$ cat config.mk
export PLATFORM = sky130hd
export DESIGN_NAME = cell_monitor_register_map
export DESIGN_NICKNAME = d
export VERILOG_FILES = /design/src/design/cell_monitor_pkg.sv /design/src/design/result_if.sv /design/src/design/result_store.sv /design/src/design/overlap_hold.sv /design/src/design/cell_monitor_register_map.sv
export VERILOG_INCLUDE_DIRS = /design/src /design/src/design
export SDC_FILE = /design/constraint.sdc
export NUM_CORES = 1
export LEC_CHECK = 0
export BUFFER_PORTS_ARGS = -buffer_cell sky130_fd_sc_hd__clkbuf_2
export CELL_PAD_IN_SITES_DETAIL_PLACEMENT = 2
export CELL_PAD_IN_SITES_GLOBAL_PLACEMENT = 2
export CORE_ASPECT_RATIO = 0.7
export CORE_MARGIN = 2
export CORE_UTILIZATION = 35
export CTS_BUF_LIST = sky130_fd_sc_hd__clkbuf_8
export DETAILED_ROUTE_END_ITERATION = 16
export MAX_ROUTING_LAYER = met4
export PLACE_DENSITY_LB_ADDON = 0.1
export SLEW_MARGIN = 20
export SYNTH_ARGS = -nofsm -noshare
export SYNTH_HDL_FRONTEND = slang
export SYNTH_HIERARCHICAL = 1
export SYNTH_SLANG_ARGS = --single-unit
export TNS_END_PERCENT = 30
$ cat constraint.sdc
create_clock -name pclk -period 2.47 [get_ports pclk]
set_clock_uncertainty 0.05 [all_clocks]
set_input_delay 0.1235 -clock pclk [delete_from_list [all_inputs] [get_ports pclk]]
set_output_delay 0.1235 -clock pclk [all_outputs]
set_load 0.01 [all_outputs]
$ cat src/design/cell_monitor_regs.svh
`ifndef CELL_MONITOR_REGS_SVH
`define CELL_MONITOR_REGS_SVH
// ==========================================================
// Register byte addresses
`define CFG_A_LO_ADDR 12'h000
`define CFG_A_HI_ADDR 12'h004
`define CFG_B_LO_ADDR 12'h008
`define CFG_B_HI_ADDR 12'h00c
`define CELL_BASE_ADDR 12'h010
`define AUX_BASE_ADDR 12'h058
`define OVERLAP_CTRL_ADDR 12'h070
`define RESULT_COUNT 5'd24
// ==========================================================
// Reset values
`define CFG_A_RESET 48'h0000_0000_0000
`define CFG_B_RESET 48'h0000_0000_0000
// ==========================================================
// Field positions, group A
`define FA_CONV_OPT 0
`define FA_DIS_TMR_EN 1
`define FA_REF_ON 2
`define FA_PD_LO 3
`define FA_UV_LO 8
`define FA_OV_LO 20
`define FA_DIS_LO 32
`define FA_TMO_LO 44
// Field positions, group B
`define FB_PD_LO 0
`define FB_DIS_LO 4
`define FB_DIS17 8
`define FB_PIN9_DIS 10
`define FB_TMR_MON 11
`define FB_PATH_LO 12
`define FB_FORCE_FAIL 14
`define FB_MUTE 15
`define FB_USED_MASK 48'h0000_0000_ffff
`endif

$ cat src/design/cell_monitor_pkg.sv
package cell_monitor_pkg;
  typedef logic [15:0] result_type;
  typedef logic [47:0] group_type;
  typedef enum logic [1:0] {
    SEL_NONE,
    SEL_CFG,
    SEL_RESULT,
    SEL_OVERLAP
  } region_type;
endpackage

$ cat src/design/result_if.sv
`timescale 1ns/1ps
`default_nettype none
interface result_if;
  logic [15:0] result [24];
  logic overlap_valid;
  logic [15:0] overlap_c7;
  logic [15:0] overlap_c13;
  modport store (output result);
  modport user (input result, input overlap_valid, input overlap_c7, input overlap_c13);
  modport feed (output overlap_valid, output overlap_c7, output overlap_c13);
endinterface
`default_nettype wire

$ cat src/design/result_store.sv
`timescale 1ns/1ps
`default_nettype none
`include "cell_monitor_regs.svh"
module result_store (
  input wire logic pclk,
  input wire logic presetn,
  input wire logic [23:0] meas_we,
  input wire logic [15:0] meas_data,
  result_if.store rif
);
  // ==========================================================
  // Measurement storage, loaded only by conversion side
  genvar i;
  generate
    for (i = 0; i < 24; i++) begin : g_res
      always_ff @(posedge pclk or negedge presetn) begin
        if (!presetn) begin
          rif.result[i] <= 16'h0000;
        end else if (meas_we[i]) begin
          rif.result[i] <= meas_data;
        end
      end
    end
  endgenerate
endmodule
`default_nettype wire

$ cat src/design/overlap_hold.sv
`timescale 1ns/1ps
`default_nettype none
module overlap_hold (
  input wire logic pclk,
  input wire logic presetn,
  input wire logic overlap_done,
  input wire logic overlap_clear,
  input wire logic [15:0] adc1_cell7,
  input wire logic [15:0] adc2_cell13,
  result_if.feed rif
);
  // ==========================================================
  // Overlap results; completion wins over clear
  always_ff @(posedge pclk or negedge presetn) begin
    if (!presetn) begin
      rif.overlap_valid <= 1'b0;
      rif.overlap_c7 <= 16'h0000;
      rif.overlap_c13 <= 16'h0000;
    end else if (overlap_done) begin
      rif.overlap_valid <= 1'b1;
      rif.overlap_c7 <= adc1_cell7;
      rif.overlap_c13 <= adc2_cell13;
    end else if (overlap_clear) begin
      rif.overlap_valid <= 1'b0;
    end
  end
endmodule
`default_nettype wire

$ cat src/design/cell_monitor_register_map.sv
`timescale 1ns/1ps
`default_nettype none
`include "cell_monitor_regs.svh"
// Overview of operation
// (RULE1) Group A byte 0: conv option, timer enable, reference on, GP_PIN_PULLDOWN_CTRL-5 pulldowns.
// (RULE2) Undervoltage in bytes 1 and 2 low; overvoltage in byte 2 high and 3.
// (RULE3) Group A byte 4-5: discharge cells 1-12, then four-bit timeout.
// (RULE4) Group B byte 0: GPIO6-9 pulldowns, then discharge cells 13-16.
// (RULE5) Group B byte 1: cells 17-18, pin9 discharge, monitor, path, fail, mute.
// (RULE6) Group B bytes 2 to 5 reserved, read as zero.
// (RULE7) Cell groups read-only, three 16-bit results each, low byte first.
// (RULE8) Cell groups A-F carry cells 1-3 through 16-18 in order.
// (RULE9) After overlap command, group C bytes 2-3 show ADC1 cell 7.
// (RULE10) After overlap command, group E bytes 2-3 show ADC2 cell 13.
// (RULE11) Aux group A holds GPIO 1-3 results, low byte first.
// (RULE12) Aux group B holds GPIO 4, 5 and second reference results.
// (RULE13) Writes to result groups leave stored measurements unchanged.
module cell_monitor_register_map (
  input wire logic pclk,
  input wire logic presetn,
  input wire logic psel,
  input wire logic penable,
  input wire logic pwrite,
  input wire logic [11:0] paddr,
  input wire logic [31:0] pwdata,
  input wire logic [3:0] pstrb,
  output logic [31:0] prdata,
  output logic pready,
  output logic pslverr,
  input wire logic [23:0] meas_we,
  input wire logic [15:0] meas_data,
  input wire logic overlap_done,
  input wire logic [15:0] adc1_cell7,
  input wire logic [15:0] adc2_cell13,
  output logic conv_option_select,
  output logic discharge_timer_enable,
  output logic reference_power_on,
  output logic [8:0] gp_pin_pulldown_ctrl,
  output logic [11:0] undervolt_threshold,
  output logic [11:0] overvolt_threshold,
  output logic [17:0] cell_discharge_enable,
  output logic [3:0] discharge_timeout,
  output logic pin9_discharge_enable,
  output logic discharge_timer_monitor_en,
  output logic [1:0] path_select,
  output logic forced_redundancy_fail,
  output logic mute
);
  // ==========================================================
  // Storage
  cell_monitor_pkg::group_type cfg_a_q;
  cell_monitor_pkg::group_type cfg_b_q;
  logic overlap_clear;
  logic wr_en;
  logic rd_en;
  logic [31:0] rd_word;
  logic rd_err;
  logic wr_err;
  result_if rif ();

  result_store u_store (
    .pclk(pclk),
    .presetn(presetn),
    .meas_we(meas_we),
    .meas_data(meas_data),
    .rif(rif.store)
  );

  overlap_hold u_overlap (
    .pclk(pclk),
    .presetn(presetn),
    .overlap_done(overlap_done),
    .overlap_clear(overlap_clear),
    .adc1_cell7(adc1_cell7),
    .adc2_cell13(adc2_cell13),
    .rif(rif.feed)
  );

  // ==========================================================
  // Helpers
  function automatic logic [47:0] merge_word(input logic [47:0] old, input logic hi,
                                             input logic [31:0] data, input logic [3:0] strb);
    logic [47:0] res;
    res = old;
    for (int b = 0; b < 4; b++) begin
      if (strb[b] && (!hi || b < 2)) begin
        res[(hi ? 32 : 0) + b * 8 +: 8] = data[b * 8 +: 8];
      end
    end
    return res;
  endfunction

  // Result for slot index; overlap substitution applied
  function automatic logic [15:0] pick_result(input logic [4:0] idx);
    logic [15:0] v;
    v = rif.result[idx];
    if (rif.overlap_valid && idx == 5'd7) begin
      v = rif.overlap_c7; // see (RULE9)
    end
    if (rif.overlap_valid && idx == 5'd13) begin
      v = rif.overlap_c13; // see (RULE10)
    end
    return v;
  endfunction

  assign pready = 1'b1;
  assign wr_en = psel && penable && pwrite;
  assign rd_en = psel && !pwrite;
  assign pslverr = psel && penable && (pwrite ? wr_err : rd_err);

  // ==========================================================
  // Write path
  always_comb begin
    wr_err = 1'b0;
    overlap_clear = 1'b0;
    unique case (paddr)
      `CFG_A_LO_ADDR, `CFG_A_HI_ADDR, `CFG_B_LO_ADDR, `CFG_B_HI_ADDR: wr_err = 1'b0;
      `OVERLAP_CTRL_ADDR: overlap_clear = wr_en && pstrb[0] && pwdata[0];
      default: wr_err = 1'b1; // see (RULE13)
    endcase
  end

  always_ff @(posedge pclk or negedge presetn) begin
    if (!presetn) begin
      cfg_a_q <= `CFG_A_RESET;
    end else if (wr_en && (paddr == `CFG_A_LO_ADDR || paddr == `CFG_A_HI_ADDR)) begin
      cfg_a_q <= merge_word(cfg_a_q, paddr == `CFG_A_HI_ADDR, pwdata, pstrb);
    end
  end

  always_ff @(posedge pclk or negedge presetn) begin
    if (!presetn) begin
      cfg_b_q <= `CFG_B_RESET;
    end else if (wr_en && (paddr == `CFG_B_LO_ADDR || paddr == `CFG_B_HI_ADDR)) begin
      cfg_b_q <= merge_word(cfg_b_q, paddr == `CFG_B_HI_ADDR, pwdata, pstrb)
                 & `FB_USED_MASK; // see (RULE6)
    end
  end

  // ==========================================================
  // Read path
  always_comb begin
    logic [4:0] idx;
    idx = 5'd0;
    rd_word = 32'h0000_0000;
    rd_err = 1'b0;
    if (paddr == `CFG_A_LO_ADDR) begin
      rd_word = cfg_a_q[31:0];
    end else if (paddr == `CFG_A_HI_ADDR) begin
      rd_word = {16'h0000, cfg_a_q[47:32]};
    end else if (paddr == `CFG_B_LO_ADDR) begin
      rd_word = cfg_b_q[31:0];
    end else if (paddr == `CFG_B_HI_ADDR) begin
      rd_word = {16'h0000, cfg_b_q[47:32]};
    end else if (paddr == `OVERLAP_CTRL_ADDR) begin
      rd_word = {31'h0000_0000, rif.overlap_valid};
    end else if (paddr >= `CELL_BASE_ADDR && paddr < `OVERLAP_CTRL_ADDR &&
                 paddr[1:0] == 2'b00) begin
      // Cells 1-18 then aux slots from AUX_BASE_ADDR, one result per word
      idx = 5'((paddr - `CELL_BASE_ADDR) >> 2); // see (RULE7) (RULE8) (RULE11) (RULE12)
      rd_word = {16'h0000, pick_result(idx)};
    end else begin
      rd_err = 1'b1;
    end
  end

  always_ff @(posedge pclk or negedge presetn) begin
    if (!presetn) begin
      prdata <= 32'h0000_0000;
    end else if (rd_en && !penable) begin
      prdata <= rd_word;
    end
  end

  // ==========================================================
  // Field outputs
  always_comb begin
    conv_option_select = cfg_a_q[`FA_CONV_OPT]; // see (RULE1)
    discharge_timer_enable = cfg_a_q[`FA_DIS_TMR_EN];
    reference_power_on = cfg_a_q[`FA_REF_ON];
    gp_pin_pulldown_ctrl = {cfg_b_q[`FB_PD_LO +: 4], cfg_a_q[`FA_PD_LO +: 5]}; // see (RULE4)
    undervolt_threshold = cfg_a_q[`FA_UV_LO +: 12]; // see (RULE2)
    overvolt_threshold = cfg_a_q[`FA_OV_LO +: 12];
    cell_discharge_enable = {cfg_b_q[`FB_DIS17 +: 2], cfg_b_q[`FB_DIS_LO +: 4],
                             cfg_a_q[`FA_DIS_LO +: 12]}; // see (RULE3) (RULE5)
    discharge_timeout = cfg_a_q[`FA_TMO_LO +: 4];
    pin9_discharge_enable = cfg_b_q[`FB_PIN9_DIS];
    discharge_timer_monitor_en = cfg_b_q[`FB_TMR_MON];
    path_select = cfg_b_q[`FB_PATH_LO +: 2];
    forced_redundancy_fail = cfg_b_q[`FB_FORCE_FAIL];
    mute = cfg_b_q[`FB_MUTE];
  end
endmodule
`default_nettype wire

==> results of run 1 <==
==> metal layers <==
metal	share of wire	vias to the layer above
li1	-	6780
met1	0.48	8633
met2	0.46	327
met3	0.038	120
met4	0.021	0
met5	0	-
==> cells in the mapped netlist, types with 5 or more instances <==
cell type,number,area share
a21oi_1,22,0.0046
a22oi_1,49,0.015
a31oi_1,6,0.0016
and3_1,11,0.0029
and4_1,8,0.0029
buf_1,6,0.00094
buf_2,23,0.0048
buf_4,7,0.0022
buf_6,28,0.013
buf_8,23,0.014
clkbuf_1,52,0.0082
dfrtp_1,513,0.54
ha_1,5,0.0026
inv_1,7,0.0011
mux2_2,453,0.21
mux2_4,33,0.021
mux2i_1,49,0.021
mux4_2,67,0.063
nand2_1,67,0.011
nand3_1,41,0.0086
nand4_1,5,0.0013
nor2_1,24,0.0038
nor2b_1,6,0.0016
nor3_1,6,0.0013
nor3_2,5,0.0021
o21ai_0,30,0.0063
o21ai_1,10,0.0021
o221a_2,6,0.0028
o22ai_1,8,0.0021
==> per-stage QoR <==
| stage | util | setup TNS, ps | cells | setup slack, ps |
|---|---|---|---|---|
| CTS | 0.424 | 0 | 2970 | 57.2 |
| global route | 0.424 | 0 | 2976 | 87.5 |
| global placement | 0.382 | -142 | 2703 | -54.0 |
| finish | 0.424 | 0 | 2976 | 116 |
| detailed placement | 0.382 | -547 | 2703 | -180 |
| floorplan | - | 0 | 1636 | 159 |
==> critical path: cells and delay by family <==
kind / cells / cell delay [ps]
buffers and inverters: 5 / 1640
muxes: 1 / 380
and+or+nand+nor: 3 / 700
==> power by group through the flow <==
stage	Sequential (uW)	Combinational (uW)	Clock, uW
6_report	9500	2880	7830
5_1_grt	9580	3080	8460
4_1_cts	9490	2900	8090
3_5_place_dp	9640	2770	0
3_3_place_gp	9580	2690	0
2_1_floorplan	9490	1710	0
==> state kept, by name (all words and copies together), names as in the netlist <==
name / cells
prdata: 32
u_overlap/rif.overlap_c13: 16
u_overlap/rif.overlap_c7: 16
cfg_b_q: 16
cfg_a_q: 48
u_overlap/rif.overlap_valid: 1
u_store/rif.result: 384
==> layout make-up <==
cell class	count	area share
diodes	6	0.000521
clock buffers	112	0.0535
clock inverters	47	0.00765
inverters	7	0.000912
multi-input cells	973	0.344
flip-flops and latches	513	0.446
well taps	902	0.0392
repair buffers	416	0.108
==> logic make-up (layout without fill, tap and decap cells) <==
kind of cell	after synthesis	after routing	synth area share
fa+ha+maj	5	5	0.00262
compound gates	161	161	0.0460
mux	606	606	0.322
simple gates	198	198	0.0429
flops	513	513	0.537
buf+inv	150	582	0.0482
other cells	1	7	0.000157
xor+xnor	2	2	0.000733
==> worst paths after layout <==
check                                                        startpoint                                       end  slack [ps]  depth (start not counted)
worst max-delay path                                           paddr[6]                   cfg_a_q[20]$_DFFE_PN0P_         120                          9
worst max register to register  u_overlap/rif.overlap_valid$_DFFE_PN0P_                    prdata[11]$_DFFE_PN0P_         310                          8
min in group asynchronous                                       presetn         u_store/rif.result[6]$_DFFE_PN0P_         560                          4
max in group asynchronous                                       presetn  u_overlap/rif.overlap_c7[11]$_DFFE_PN0P_        1290                          4
worst min register to register                   prdata[18]$_DFFE_PN0P_                    prdata[18]$_DFFE_PN0P_         430                          2
worst min-delay path                                       meas_data[1]       u_store/rif.result[129]$_DFFE_PN0P_          70                          2
==> timing repair <==
action                                  4_1_cts  5_1_grt
gates resized for setup                       0        2
endpoints found under the hold margin       898        0
endpoints found under the setup margin        0        8
setup buffers                                 0        0
hold buffers                                108        0
==> results.py, run 1 <==
metrics = {
    "sta": {
        "slew_headroom": 0.361,
        "fin_crit_ps": 2350,
        "max_freq_mhz": 425,
        "max_slew.worst_pin.slew_ps": 958,
        "hold_viol": 0,
        "finalSetupViolCount": 0,
        "rsz0062_at_grt": "no",
        "period_share": 0.953,
        "whs_ps": 72.0,
        "slew_viol_final": 0,
    },
    "clocking": {
        "cts_max_level": 3,
        "cts_buffer_depth": 3,
        "clock_sinks": 513,
        "cts_tree": "built",
        "root_buffer": "clkbuf_8",
        "clkLatencyLatePin_ps": 720,
        "clkTransAtPathRegs_ps": 70,
        "cts_made_buffers": 88,
    },
    "die": {
        "rows": 80,
        "die_h_um": 223,
        "dieArea_sq_um": 70400,
        "io_pins": 224,
        "initial_core_util": 0.352,
        "core-area_sq_um": 67900,
        "die_width_um": 316,
    },
    "power_and_ir_drop": {
        "netSwitchingFraction": 0.277,
        "pwr-share-seq": 0.470,
        "combPwrFrac": 0.143,
        "power_uw": 20200,
        "vdd_ir_drop_max_v": 0.000311,
        "p_leak_uw": 0.0128,
        "power_density_nw_per_um2": 701,
        "p_int_uw": 14600,
        "p_clk_frac": 0.387,
        "p_sw_uw": 5610,
    },
    "critical_path": {
        "critPathLaunchType": "input port",
        "cp_max_fo": 8,
        "slowest_delay_ps": 600,
        "slowest_stage": "dlygate4sd3_1",
        "critPathCaptureType": "flop",
        "worstPathArrival_ps": 2870,
        "path_class": "in2reg",
        "path_cells": "dlygate4sd3_1 > clkbuf_2 > nor2b_1 > buf_4 > and4_4 > buf_4 > nand3_2 > mux2_2 > dlygate4sd3_1",
        "critPathRequiredTime_ps": 2990,
    },
    "routing": {
        "via_count": 15900,
        "ant_nets": 0,
        "drc": 0,
        "drt_iter0_drc": 857,
        "via_per_inst": 5.33,
        "dr.pass1.iters": 5,
        "routed_wl_um": 84500,
        "post_drt_wl_per_cell_um": 28.4,
    },
    "placement": {
        "routabilityCongestion": 0.835,
        "portBuffers": 222,
        "hpwl_um": 56200,
        "place_area_sq_um": 25900,
    },
    "job": {
        "max_cap_viol_count": 0,
    },
    "final_layout": {
        "fillers": 6722,
        "final_cell_mix": "dfrtp_1 (513), mux2_2 (453), clkbuf_2 (219)",
        "final_common_cell": "dfrtp_1",
        "multiInputGateArea_sq_um": 9920,
        "nets": 2130,
        "area_delta_synth_final_pct": 20.5,
        "seq_area_sq_um": 12800,
        "drive_gt1_frac": 0.489,
        "final_cell_area_sq_um": 28800,
    },
    "global_routing": {
        "use_met3": 0.0436,
        "use_met1": 0.360,
        "grt_use_total": 0.253,
        "top_usage_layer": "met2",
        "grt_pass1_vias": 18000,
        "grt_max_degree": 87,
        "use_met2": 0.375,
        "overflow": 0,
        "grt_first_pass_wirelength_um": 126000,
        "antenna_found_initial": 6,
    },
    "synthesis": {
        "ys_types": 64,
        "netlist_instances": 1636,
        "yosys_warnings": 6,
        "synth_edf_count": 0,
        "postSynthAreaPerCell_sq_um": 14.6,
        "syn_nets": 1767,
        "async_reset_ff_frac": 1.00,
        "synthesis.area_sq_um": 23900,
        "synth-seq-cells": 513,
        "synth_top_flop_cell": "dfrtp_1",
        "ys_seq_area_frac": 0.537,
    },
    "hold_path": {
        "worstHoldPathType": "in2reg",
    },
    "outcome": {
        "run_status": "completed",
    },
}
Note: power is estimated with default switching activity, not from simulation.
==> run 2: changes to the inputs <==
Settings changed: BUFFER_PORTS_ARGS -buffer_cell sky130_fd_sc_hd__clkbuf_2 to unset, DONT_BUFFER_PORTS set to 1.
==> results.py, run 2 (synthesis gave the netlist of run 1 again) <==
metrics = {
    "clocking": {
        "cts_buffer_depth": 3,
        "cts_made_buffers": 88,
        "clkTransAtPathRegs_ps": 60,
        "clkLatencyLatePin_ps": 710,
        "clock_sinks": 513,
        "cts_max_level": 3,
        "cts_tree": "built",
        "root_buffer": "clkbuf_8",
        "hold_buffers": 233,
    },
    "routing": {
        "drc": 0,
        "routed_wl_um": 84800,
        "drt_iter0_drc": 806,
        "post_drt_wl_per_cell_um": 29.9,
        "via_count": 15500,
        "ant_nets": 0,
        "dr.pass1.iters": 5,
        "via_per_inst": 5.45,
    },
    "die": {
        "rows": 80,
        "die_width_um": 316,
        "die_h_um": 223,
        "initial_core_util": 0.352,
        "io_pins": 224,
        "dieArea_sq_um": 70400,
        "core-area_sq_um": 67900,
    },
    "sta": {
        "hold_viol": 513,
        "max_slew.worst_pin.slew_ps": 2260,
        "slew_headroom": -0.509,
        "rsz0062_at_grt": "no",
        "max_freq_mhz": 416,
        "whs_ps": -885,
        "finalSetupViolCount": 0,
        "fin_crit_ps": 2410,
        "slew_viol_final": 219,
        "period_share": 0.974,
    },
    "critical_path": {
        "path_cells": "dlygate4sd3_1 > nand4_1 > nor2_2 > a21oi_1 > nand3_1 > a21oi_1 > o31ai_1 > dlygate4sd3_1",
        "critPathLaunchType": "input port",
        "worstPathArrival_ps": 2990,
        "critPathRequiredTime_ps": 3060,
        "regToRegSetupSlack_ps": 110,
        "slowest_stage": "dlygate4sd3_1",
        "ff2ff_path_depth": 7,
        "cp_max_fo": 53,
        "path_class": "in2reg",
        "critPathCaptureType": "flop",
        "slowest_delay_ps": 950,
    },
    "global_routing": {
        "grt_use_total": 0.253,
        "grt_max_degree": 514,
        "antenna_found_initial": 5,
        "top_usage_layer": "met2",
        "grt_pass1_vias": 17600,
        "use_met2": 0.377,
        "use_met1": 0.351,
        "grt_first_pass_wirelength_um": 126000,
        "overflow": 0,
        "use_met3": 0.0543,
    },
    "power_and_ir_drop": {
        "p_leak_uw": 0.0123,
        "power_density_nw_per_um2": 700,
        "power_uw": 20100,
        "vdd_ir_drop_max_v": 0.000459,
    },
    "outcome": {
        "run_status": "finished, violations left",
        "violations": "hold timing, slew limit",
    },
    "final_layout": {
        "nets": 1999,
        "drive_gt1_frac": 0.405,
        "largest_register_ffs": 384,
        "fillers": 6591,
        "reg_top3": "u_store/rif.result: 384 flops, cfg_a_q: 48 flops, prdata: 32 flops",
        "top_register": "u_store/rif.result",
        "final_common_cell": "dfrtp_1",
        "area_delta_synth_final_pct": 20.1,
        "final_cell_mix": "dfrtp_1 (513), mux2_2 (453), dlygate4sd3_1 (206)",
    },
    "job": {
        "max_cap_viol_count": 0,
    },
    "placement": {
        "portBuffers": 0,
        "hpwl_um": 51900,
        "routabilityCongestion": 0.813,
    },
    "hold_path": {
        "worstHoldPathType": "in2async",
    },
}
[run 2: cell count changes in the layout (fill, tap and decap cells not counted), moves of 2 or more]
cell,previous run,this run
clkbuf_2,219,0
buf_12,21,27
clkbuf_8,112,114
inv_1,38,36
clkinv_2,10,7
dlygate4sd3_1,107,206
buf_4,67,50
[run 2: routing by layer]
metal / up-vias / wire, um
met5: - / 0
met4: 0 / 1950
met3: 127 / 4040
met2: 321 / 38800
met1: 8494 / 40100
li1: 6530 / -
[run 2: timing repair]
item | 4_1_cts | 5_1_grt
buffers inserted | 0 | 1
setup endpoints to repair | 0 | 3
endpoints found under the hold margin | 1026 | 513
gates resized for setup | 0 | 5
[run 2: through the flow]
stage	TNS, ps	cell area [sq um]	setup WS (ps)	instances	util
detailed placement	-115	24300	-99.4	2446	0.358
floorplan	0	23900	159	1636	-
global route	0	28700	4.19	2840	0.423
global placement	0	24300	51.7	2446	0.358
CTS	0	28700	38.3	2834	0.422
finish	0	28700	64.2	2840	0.423
[run 2: layout make-up]
| class | instances | area, sq um | share of cell area |
|---|---|---|---|
| diodes | 5 | 12.5 | 0.000436 |
| clock buffers | 114 | 1570 | 0.0547 |
| clock inverters | 41 | 189 | 0.00658 |
| inverters | 7 | 26.3 | 0.000915 |
| multi-input cells | 973 | 9930 | 0.346 |
| flip-flops and latches | 513 | 12800 | 0.447 |
| well taps | 902 | 1130 | 0.0393 |
| repair buffers | 285 | 3020 | 0.105 |
[run 2: path summary, 6_finish.rpt]
path                                                      endpoint                          startpoint
worst max-delay path                        prdata[13]$_DFFE_PN0P_                            paddr[3]
worst min-delay path            u_store/rif.result[75]$_DFFE_PN0P_                             presetn
worst max register to register              prdata[13]$_DFFE_PN0P_  u_store/rif.result[61]$_DFFE_PN0P_
worst min register to register  u_store/rif.result[50]$_DFFE_PN0P_  u_store/rif.result[50]$_DFFE_PN0P_
max in group asynchronous       u_store/rif.result[46]$_DFFE_PN0P_                             presetn
min in group pclk                            prdata[0]$_DFFE_PN0P_                            paddr[0]
[run 2: power by group]
group	switching [uW]	internal (uW)
logic	1220	1480
clock network	3740	4130
registers	405	9110
total	5360	14700
[run 2: worst max-delay path, delay by kind of cell]
family	cells	cell delay [ps]
buf+inv	2	1530
simple gates	3	860
compound gates	3	450
